==> src/rtl/pb_pkg.sv <==
// Shared constants and carrier types for the pushbutton wiper controller.
package pb_pkg;

    // ------------------------------------------------------------------
    // Clock and timing
    // ------------------------------------------------------------------
    localparam int CLK_PERIOD_NS = 40;
    localparam int SERIAL_READY_NS = 10000;
    localparam int SERIAL_READY_CYCLES =
        (SERIAL_READY_NS + CLK_PERIOD_NS - 1) / CLK_PERIOD_NS;
    localparam int MS_NS = 1000000;
    localparam int MS_TICK_CYCLES_DEF = MS_NS / CLK_PERIOD_NS;
    localparam int POWERUP_MS = 50;
    localparam int MIN_PULSE_MS = 1;
    localparam int HOLD_MS = 1000;
    localparam int REPEAT_MS = 100;
    localparam int GAP_MS = 1;
    localparam int IDLE_MS = 1000;
    localparam int MS_CNT_W = 11;
    localparam int SER_CNT_W = 8;
    localparam int PWR_CNT_W = 6;

    // ------------------------------------------------------------------
    // Wiper positions
    // ------------------------------------------------------------------
    localparam int POS_W = 7;
    localparam logic [6:0] POS_HIGH_END = 7'h00;
    localparam logic [6:0] POS_LOW_END = 7'h3f;
    localparam logic [6:0] POS_MUTE = 7'h40;
    localparam logic [6:0] POS_RESET = 7'h3f;

    // ------------------------------------------------------------------
    // Pushbutton terminals
    // ------------------------------------------------------------------
    localparam int PIN_COUNT = 4;
    localparam int PIN_A = 0;
    localparam int PIN_B = 1;
    localparam int PIN_C = 2;
    localparam int PIN_D = 3;

    typedef logic [POS_W-1:0] pos_t;

    typedef struct packed {
        pos_t pos1;
        pos_t pos0;
    } wiper_pair_t;

    typedef struct packed {
        logic mute;
        logic [5:0] db;
    } atten_t;

    typedef enum logic {ST_POWERUP, ST_ACTIVE} run_state_t;

endpackage : pb_pkg

==> src/rtl/button_timer.sv <==
// Synchroniser, debounce and press timing for one pushbutton terminal.
`timescale 1ns/1ps
module button_timer
    import pb_pkg::*;
(
    input wire logic mclk,
    input wire logic rst_n,
    input wire logic msTick,
    input wire logic enable,
    input wire logic pinRaw,
    output logic stepPulse,
    output logic revPulse
);

    logic syncA;
    logic syncB;
    logic pressed;
    logic [MS_CNT_W-1:0] lowMs;
    logic [MS_CNT_W-1:0] highMs;
    logic [MS_CNT_W-1:0] idleMs;
    logic idleLong;

    // ------------------------------------------------------------------
    // Input synchroniser
    // ------------------------------------------------------------------
    // The idle level of a pulled-up terminal is high, so reset to high.
    always_ff @(posedge mclk) begin
        if (!rst_n) begin
            syncA <= 1'b1;
            syncB <= 1'b1;
        end else begin
            syncA <= pinRaw;
            syncB <= syncA;
        end
    end

    assign idleLong = (idleMs >= MS_CNT_W'(IDLE_MS));

    // ------------------------------------------------------------------
    // Press timing
    // ------------------------------------------------------------------
    // Timing is quantised to the 1 ms tick, so widths are known to +-1 ms.
    always_ff @(posedge mclk) begin
        stepPulse <= 1'b0;
        revPulse <= 1'b0;
        if (!rst_n || !enable) begin
            lowMs <= '0;
            highMs <= '0;
            idleMs <= MS_CNT_W'(IDLE_MS);
            pressed <= 1'b0;
        end else if (msTick) begin
            if (!syncB) begin
                highMs <= '0;
                lowMs <= lowMs + 1'b1;
                if (!pressed && lowMs == MS_CNT_W'(MIN_PULSE_MS)) begin
                    pressed <= 1'b1;
                    stepPulse <= 1'b1;
                    revPulse <= idleLong;
                end else if (pressed &&
                             lowMs == MS_CNT_W'(HOLD_MS + REPEAT_MS - 1)) begin
                    stepPulse <= 1'b1;
                    lowMs <= MS_CNT_W'(HOLD_MS);
                end
            end else if (pressed) begin
                // A release shorter than the gap is part of the same press.
                if (highMs >= MS_CNT_W'(GAP_MS)) begin
                    pressed <= 1'b0;
                    lowMs <= '0;
                    highMs <= '0;
                    idleMs <= '0;
                end else begin
                    highMs <= highMs + 1'b1;
                end
            end else begin
                lowMs <= '0;
                if (!idleLong) begin
                    idleMs <= idleMs + 1'b1;
                end
            end
        end
    end

endmodule : button_timer

==> src/rtl/pushbutton_wiper_control.sv <==
// Pushbutton control of two 65-position logarithmic attenuator wipers.
//
// Overview of operation
// - Serial load port ready within 10 us.
// - Ignore pushbuttons until 50 ms after power-up.
// - Both wipers start at position 63.
// - Positions 0..63 give n dB attenuation.
// - Position 64 decodes as mute.
// - Four terminals plus mode give eight functions.
// - Mode sampled once at power-up and held.
// - Mode high independent, low stereo.
// - Up moves toward high end, down toward low.
// - Each independent pair drives only its wiper.
// - Single-button: up inputs move both directions.
// - Stereo: volume up, down, balance 0, 1.
// - Volume steps both wipers, keeping their difference.
// - Volume stops when either wiper hits an end.
// - First balance captures the nearer-high wiper position.
// - Balance 0 raises wiper 0 until equal.
// - Then balance 0 attenuates wiper 1 further.
// - Wiper 1 at bottom: balance 0 does nothing.
// - Both at 63: balance never moves them.
// - Press over 1 ms moves one step.
// - Held over 1 s repeats every 100 ms.
// - Single-button reverses after 1 s idle.
`timescale 1ns/1ps
module pushbutton_wiper_control
    import pb_pkg::*;
#(
    parameter int MS_TICK_CYCLES = MS_TICK_CYCLES_DEF
)
(
    input wire logic mclk,
    input wire logic rst_n,
    input wire logic modeSelPin,
    input wire logic singleButtonPin,
    input wire logic [PIN_COUNT-1:0] pushPin,
    input wire logic posLoadValid,
    input wire wiper_pair_t posLoad,
    output wiper_pair_t wiperPos,
    output atten_t atten0,
    output atten_t atten1,
    output logic serialReady,
    output logic buttonsActive,
    output logic independentMode,
    output logic singleButton
);

    // ------------------------------------------------------------------
    // Elaboration checks and helper functions
    // ------------------------------------------------------------------
    if (MS_TICK_CYCLES < 2) begin : g_bad_tick
        $error("MS_TICK_CYCLES must be at least 2");
    end

    // Toward the high end; a muted wiper comes back to the low end first.
    function automatic pos_t posUp(input pos_t p);
        if (p == POS_HIGH_END) begin
            return p;
        end
        return p - 1'b1;
    endfunction : posUp

    function automatic pos_t posDown(input pos_t p);
        if (p >= POS_LOW_END) begin
            return p;
        end
        return p + 1'b1;
    endfunction : posDown

    function automatic pos_t posMove(input pos_t p, input logic up);
        return up ? posUp(p) : posDown(p);
    endfunction : posMove

    // Single-button direction: a long idle reverses it, and so does an end stop.
    function automatic logic nextDir(input logic dir, input logic rev,
                                     input logic stuckUp, input logic stuckDown);
        logic d;
        d = dir ^ rev;
        if (d ? stuckUp : stuckDown) begin
            d = ~d;
        end
        return d;
    endfunction : nextDir

    function automatic wiper_pair_t volStep(input wiper_pair_t w,
                                            input logic up);
        wiper_pair_t r;
        r = w;
        if (up && w.pos0 != POS_HIGH_END && w.pos1 != POS_HIGH_END) begin
            r.pos0 = posUp(w.pos0);
            r.pos1 = posUp(w.pos1);
        end else if (!up && w.pos0 < POS_LOW_END && w.pos1 < POS_LOW_END) begin
            r.pos0 = posDown(w.pos0);
            r.pos1 = posDown(w.pos1);
        end
        return r;
    endfunction : volStep

    // Side 0 pulls wiper 0 toward the held reference, side 1 mirrors it.
    function automatic wiper_pair_t balStep(input wiper_pair_t w,
                                            input pos_t refPos,
                                            input logic side1);
        pos_t own;
        pos_t other;
        own = side1 ? w.pos1 : w.pos0;
        other = side1 ? w.pos0 : w.pos1;
        if (own > refPos) begin
            own = posUp(own);
        end else if (other < POS_LOW_END) begin
            other = posDown(other);
        end
        // Other wiper at the bottom: nothing moves, which also covers 63/63.
        return side1 ? {own, other} : {other, own};
    endfunction : balStep

    function automatic atten_t decodeAtten(input pos_t p);
        atten_t a;
        a.mute = (p >= POS_MUTE);
        a.db = a.mute ? 6'h3f : p[5:0];
        return a;
    endfunction : decodeAtten

    // ------------------------------------------------------------------
    // Millisecond tick divider
    // ------------------------------------------------------------------
    logic [31:0] tickCnt_reg;
    logic msTick_reg;

    always_ff @(posedge mclk) begin
        if (!rst_n) begin
            tickCnt_reg <= 32'h0;
            msTick_reg <= 1'b0;
        end else if (tickCnt_reg == 32'(MS_TICK_CYCLES - 1)) begin
            tickCnt_reg <= 32'h0;
            msTick_reg <= 1'b1;
        end else begin
            tickCnt_reg <= tickCnt_reg + 32'h1;
            msTick_reg <= 1'b0;
        end
    end

    // ------------------------------------------------------------------
    // Strap synchronisers and power-up sequencing
    // ------------------------------------------------------------------
    logic modeSyncA;
    logic modeSyncB;
    logic singleSyncA;
    logic singleSyncB;

    always_ff @(posedge mclk) begin
        if (!rst_n) begin
            modeSyncA <= 1'b0;
            modeSyncB <= 1'b0;
            singleSyncA <= 1'b0;
            singleSyncB <= 1'b0;
        end else begin
            modeSyncA <= modeSelPin;
            modeSyncB <= modeSyncA;
            singleSyncA <= singleButtonPin;
            singleSyncB <= singleSyncA;
        end
    end

    run_state_t state_reg;
    logic [SER_CNT_W-1:0] serCnt_reg;
    logic [PWR_CNT_W-1:0] pwrMs_reg;

    always_ff @(posedge mclk) begin
        if (!rst_n) begin
            serCnt_reg <= '0;
            serialReady <= 1'b0;
        end else if (serCnt_reg == SER_CNT_W'(SERIAL_READY_CYCLES - 1)) begin
            serialReady <= 1'b1;
        end else begin
            serCnt_reg <= serCnt_reg + 1'b1;
        end
    end

    // The straps are caught on the clock, after reset has released.
    always_ff @(posedge mclk) begin
        if (!rst_n) begin
            state_reg <= ST_POWERUP;
            pwrMs_reg <= '0;
            buttonsActive <= 1'b0;
            independentMode <= 1'b0;
            singleButton <= 1'b0;
        end else begin
            case (state_reg)
                ST_POWERUP: begin
                    if (msTick_reg) begin
                        pwrMs_reg <= pwrMs_reg + 1'b1;
                    end
                    if (pwrMs_reg == PWR_CNT_W'(POWERUP_MS)) begin
                        state_reg <= ST_ACTIVE;
                        buttonsActive <= 1'b1;
                        independentMode <= modeSyncB;
                        singleButton <= singleSyncB;
                    end
                end
                ST_ACTIVE: begin
                    buttonsActive <= 1'b1;
                end
                default: begin
                    state_reg <= ST_POWERUP;
                end
            endcase
        end
    end

    // ------------------------------------------------------------------
    // Pushbutton terminals and wiper state
    // ------------------------------------------------------------------
    logic [PIN_COUNT-1:0] stepPulse;
    logic [PIN_COUNT-1:0] revPulse;

    for (genvar g = 0; g < PIN_COUNT; g++) begin : g_pin
        button_timer u_timer (
            .mclk(mclk),
            .rst_n(rst_n),
            .msTick(msTick_reg),
            .enable(buttonsActive),
            .pinRaw(pushPin[g]),
            .stepPulse(stepPulse[g]),
            .revPulse(revPulse[g])
        );
    end

    wiper_pair_t wiper_reg;
    wiper_pair_t wiper_next;
    pos_t balRef_reg;
    pos_t balRef_next;
    logic balRefValid_reg;
    logic balRefValid_next;
    logic [2:0] dirUp_reg;
    logic [2:0] dirUp_next;
    logic balSide_reg;
    logic balSide_next;

    // Simultaneous presses land on the same tick, so all are applied in turn.
    always_comb begin
        wiper_next = wiper_reg;
        balRef_next = balRef_reg;
        balRefValid_next = balRefValid_reg;
        dirUp_next = dirUp_reg;
        balSide_next = balSide_reg;
        if (posLoadValid && serialReady) begin
            wiper_next = posLoad;
            balRefValid_next = 1'b0;
        end else if (buttonsActive) begin
            for (int i = 0; i < PIN_COUNT; i++) begin
                if (stepPulse[i] && independentMode) begin
                    case (i)
                        PIN_A: begin
                            if (!singleButton) begin
                                wiper_next.pos0 = posUp(wiper_next.pos0);
                            end else begin
                                dirUp_next[0] = nextDir(dirUp_next[0], revPulse[i],
                                    posUp(wiper_next.pos0) == wiper_next.pos0,
                                    posDown(wiper_next.pos0) == wiper_next.pos0);
                                wiper_next.pos0 = posMove(wiper_next.pos0, dirUp_next[0]);
                            end
                        end
                        PIN_B: begin
                            if (!singleButton) begin
                                wiper_next.pos1 = posUp(wiper_next.pos1);
                            end else begin
                                dirUp_next[1] = nextDir(dirUp_next[1], revPulse[i],
                                    posUp(wiper_next.pos1) == wiper_next.pos1,
                                    posDown(wiper_next.pos1) == wiper_next.pos1);
                                wiper_next.pos1 = posMove(wiper_next.pos1, dirUp_next[1]);
                            end
                        end
                        PIN_C: begin
                            if (!singleButton) begin
                                wiper_next.pos0 = posDown(wiper_next.pos0);
                            end
                        end
                        PIN_D: begin
                            if (!singleButton) begin
                                wiper_next.pos1 = posDown(wiper_next.pos1);
                            end
                        end
                        default: begin
                        end
                    endcase
                end else if (stepPulse[i]) begin
                    case (i)
                        PIN_A: begin
                            balRefValid_next = 1'b0;
                            if (!singleButton) begin
                                wiper_next = volStep(wiper_next, 1'b1);
                            end else begin
                                dirUp_next[2] = nextDir(dirUp_next[2], revPulse[i],
                                    volStep(wiper_next, 1'b1) == wiper_next,
                                    volStep(wiper_next, 1'b0) == wiper_next);
                                wiper_next = volStep(wiper_next, dirUp_next[2]);
                            end
                        end
                        PIN_C: begin
                            if (!singleButton) begin
                                balRefValid_next = 1'b0;
                                wiper_next = volStep(wiper_next, 1'b0);
                            end
                        end
                        PIN_B, PIN_D: begin
                            if (!(singleButton && i == PIN_D)) begin
                                if (!balRefValid_next) begin
                                    balRefValid_next = 1'b1;
                                    balRef_next = (wiper_next.pos0 < wiper_next.pos1)
                                                  ? wiper_next.pos0 : wiper_next.pos1;
                                end
                                if (singleButton && revPulse[i]) begin
                                    balSide_next = ~balSide_next;
                                end
                                wiper_next = balStep(wiper_next, balRef_next,
                                                     singleButton ? balSide_next
                                                                  : (i == PIN_D));
                            end
                        end
                        default: begin
                        end
                    endcase
                end
            end
        end
    end

    always_ff @(posedge mclk) begin
        if (!rst_n) begin
            wiper_reg <= '{pos1: POS_RESET, pos0: POS_RESET};
            balRef_reg <= POS_RESET;
            balRefValid_reg <= 1'b0;
            dirUp_reg <= 3'h0;
            balSide_reg <= 1'b1;
        end else begin
            wiper_reg <= wiper_next;
            balRef_reg <= balRef_next;
            balRefValid_reg <= balRefValid_next;
            dirUp_reg <= dirUp_next;
            balSide_reg <= balSide_next;
        end
    end

    // ------------------------------------------------------------------
    // Outputs
    // ------------------------------------------------------------------
    // Attenuation follows the wiper one cycle later so that it is registered.
    always_ff @(posedge mclk) begin
        if (!rst_n) begin
            wiperPos <= '{pos1: POS_RESET, pos0: POS_RESET};
            atten0 <= decodeAtten(POS_RESET);
            atten1 <= decodeAtten(POS_RESET);
        end else begin
            wiperPos <= wiper_next;
            atten0 <= decodeAtten(wiper_reg.pos0);
            atten1 <= decodeAtten(wiper_reg.pos1);
        end
    end

endmodule : pushbutton_wiper_control

==> config.mk <==
export PLATFORM = sky130hd
export DESIGN_NAME = pushbutton_wiper_control
export DESIGN_NICKNAME = d
export VERILOG_FILES = /design/src/rtl/pb_pkg.sv /design/src/rtl/button_timer.sv /design/src/rtl/pushbutton_wiper_control.sv
export SDC_FILE = /design/constraint.sdc
export NUM_CORES = 1
export LEC_CHECK = 0
export ABC_CLOCK_PERIOD_IN_PS = 24500
export BUFFER_PORTS_ARGS = -buffer_cell sky130_fd_sc_hd__buf_4
export CAP_MARGIN = 20
export CORE_UTILIZATION = 54
export DETAILED_ROUTE_END_ITERATION = 10
export PLACE_DENSITY = 0.77
export SYNTH_ARGS = -nofsm -noshare
export SYNTH_HDL_FRONTEND = slang
export SYNTH_SLANG_ARGS = --single-unit
==> constraint.sdc <==
create_clock -name mclk -period 24.5 [get_ports mclk]
set_input_delay 2.45 -clock mclk [delete_from_list [all_inputs] [get_ports mclk]]
set_output_delay 2.45 -clock mclk [all_outputs]
set_load 0.005 [all_outputs]
==> flow_metrics.env <==
export IMPL_run_status="completed"
export IMPL_synth_seq_area_share_pct=29.0
export IMPL_htree_levels=1
export IMPL_stdcell_count=2551
export IMPL_post_cts_repair_setup_buffers=0
export IMPL_io_buffers=54
export IMPL_dp_hpwl_mm=36.0
export IMPL_synth_top_area_cell="dfxtp_1"
export IMPL_area_growth_pct=9.35
export IMPL_synth_area_mm2=0.0163
export IMPL_synth_main_ff_cell="dfxtp_1"
export IMPL_synth_cell_types=108
export IMPL_hold_start="g_pin[1].u_timer.syncA"
export IMPL_grt_overflow=0
export IMPL_vias_per_cell=6.47
export IMPL_diodes=0
export IMPL_ys_warn_count=0
export IMPL_die_y_um=176
export IMPL_postSynthCellCount=2144
export IMPL_finalSetupViolCount=0
export IMPL_cp_data_required_time_ns=24.97
export IMPL_initial_core_util_pct=55.0
export IMPL_r2r_cells=55
export IMPL_hold_end="g_pin[1].u_timer.syncB"
export IMPL_arrival_ns=15.61
export IMPL_grt_use_total_pct=31.6
export IMPL_cts_path_max_buffers=3
export IMPL_cts_tree="done"
export IMPL_cpPeakStageDelay_ns=0.80
export IMPL_wl_per_cell_um=19.5
export IMPL_async_flop_share_pct=0
export IMPL_first_pass_iters=6
export IMPL_final_hold_violation_count=0
export IMPL_place_ws_ns=10.05
export IMPL_r2r_end="wiperPos[5]"
export IMPL_critPathKind="reg2reg"
export IMPL_grt_start_max_net_pins=67
export IMPL_critPathSlowestCell="dfxtp_1"
export IMPL_worstMarginPinSlew_ns=1.07
export IMPL_hold_class="reg2reg"
export IMPL_syn_area_per_cell_um2=7.60
export IMPL_rsz0062_at_grt="false"
export IMPL_synth_edff_count=0
export IMPL_ctsHoldBuffers=0
export IMPL_drt_iter0_drc=1534
export IMPL_cts_root_buf="clkbuf_16"
export IMPL_numCtsBuffers=27
export IMPL_fin_setup_tns_ns=0
export IMPL_start_kind="flop"
export IMPL_finalClockSkew_ns=0.0191
export IMPL_setup_ws_ns=9.36
export IMPL_grt_pass1_wl_mm=79.9
export IMPL_p_leak_nw=6.61
export IMPL_synth_area_top_cells="dfxtp_1 (29%), nor2_1 (6.2%), ha_1 (5.0%)"
export IMPL_synth_top_area_share_pct=29.0
export IMPL_synth_most_common_cell="nor2_1"
export IMPL_grt_antenna_before_repair=0
export IMPL_reg2reg_slack_ns=9.36
export IMPL_finalCritPeriodShare_pct=61.8
export IMPL_multi_input_area_mm2=0.0109
export IMPL_largestRegisters="g_pin.u_timer.highMs: 44 flops, g_pin.u_timer.lowMs: 44 flops, g_pin.u_timer.idleMs: 33 flops"
export IMPL_final_nets=2229
export IMPL_cap_violations=0
export IMPL_grt_pass1_vias=15200
export IMPL_placed_cell_area_mm2=0.0169
export IMPL_vias=16500
export IMPL_place_congestion=1.00
export IMPL_num_rows=63
export IMPL_slew_headroom_pct=28.5
export IMPL_dp_cells=2501
export IMPL_synth_fp_nets=2232
export IMPL_final_area_mm2=0.0178
export IMPL_clk_pin_slew_ns=0.06
export IMPL_drive_above_1_share_pct=9.81
export IMPL_end_kind="flop"
export IMPL_die_x_um=176
export IMPL_power_density_mw_per_mm2=45.4
export IMPL_ant_nets=0
export IMPL_fillers=2718
export IMPL_cts_sinks=236
export IMPL_max_freq_mhz=66.0
export IMPL_ios=55
export IMPL_worstSkewPairLatency_ns=0.54
export IMPL_cts_repair_resized=0
export IMPL_ir_drop_v=0.0000513
export IMPL_slew_viol_final=0
export IMPL_critPathMaxFanout=18
export IMPL_synth_common_cells="nor2_1 (270), dfxtp_1 (236), nand2_1 (209)"
export IMPL_fp_dieArea_mm2=0.0309
export IMPL_ys_ff_latch=236
export IMPL_post_route_min_period_ns=15.14
export IMPL_drt_wl_total_mm=49.8
export IMPL_core_area_mm2=0.0296
export IMPL_regArea_mm2=0.00472
export IMPL_hold_depth=1
export IMPL_reg2reg_from="wiperPos[0]"
export IMPL_drc_errors=0
layer usage:
layer,global-route usage [%],wire length (um)
met3,4.00,3990
met4,11.8,1740
met5,0,0
met2,51.3,22600
met1,42.7,21500
power by group:
part / total [W] / switching, W / internal (W)
clock network: 0.000411 / 0.000162 / 0.000248
logic: 0.0000110 / 0.00000603 / 0.00000499
registers: 0.000387 / 0.00000188 / 0.000386
total: 0.000809 / 0.000170 / 0.000639
logic make-up (layout without fill, tap and decap cells):
group,after synthesis,after routing,share of synthesized area (%)
DFF,236,236,29.0
muxes,45,45,2.90
xor gates and xnor gates,102,102,5.48
AOI/OAI and AO/OA,573,573,24.2
buffers and inverters,183,200,4.42
and+or+nand+nor,939,939,28.9
adders and majority gates,66,66,5.05
stage by stage:
stage,power [W],hold WS [ns],utilization [%]
floorplan,0.000401,0.386,-
global placement,0.000406,0.387,57.0
detailed placement,0.000407,0.392,57.0
CTS,0.000816,0.410,60.1
global route,0.000836,0.436,60.1
finish,0.000809,0.407,60.1
final cells by class:
type,instances,share of cell area [%]
Multi-Input combinational cell,1725,60.9
Clock inverter,13,0.843
Clock buffer,36,4.26
Tap cell,390,2.74
Timing Repair Buffer,71,3.03
Sequential cell,236,26.5
Inverter,80,1.70
worst max-delay path: cells and delay by family, from the launching register on:
| family | cells | cell delay [ns] |
|---|---|---|
| adders and majority gates | 5 | 1.61 |
| DFF | 1 | 0.80 |
| muxes | 3 | 0.68 |
| AOI/OAI and AO/OA | 27 | 7.62 |
| buffers and inverters | 3 | 0.61 |
| and+or+nand+nor | 17 | 3.70 |
worst max path at each step:
stage | slack, ns | startpoint | depth (start not counted) | to
floorplan | 12.47 | wiperPos[0] | 58 | wiperPos[5]
global placement | 10.34 | wiperPos[0] | 54 | wiperPos[5]
detailed placement | 10.05 | wiperPos[0] | 55 | wiperPos[5]
CTS | 9.97 | wiperPos[0] | 56 | wiperPos[5]
global route | 8.51 | wiperPos[0] | 56 | wiperPos[5]
finish | 9.36 | wiperPos[0] | 55 | wiperPos[5]
cell usage in the layout (no fill, tap or decap), types with 49 or more instances in the layout:
| master | Yosys | final |
|---|---|---|
| o21ai_0 | 121 | 121 |
| dfxtp_1 | 236 | 236 |
| ha_1 | 65 | 65 |
| a21oi_1 | 128 | 128 |
| nor4_1 | 49 | 49 |
| and3_1 | 61 | 61 |
| nor2_1 | 270 | 270 |
| xor2_1 | 60 | 60 |
| buf_4 | 2 | 70 |
| inv_1 | 73 | 73 |
| nand2_1 | 209 | 208 |
| nand3_1 | 81 | 81 |
Note: power is estimated with default switching activity, not from simulation.
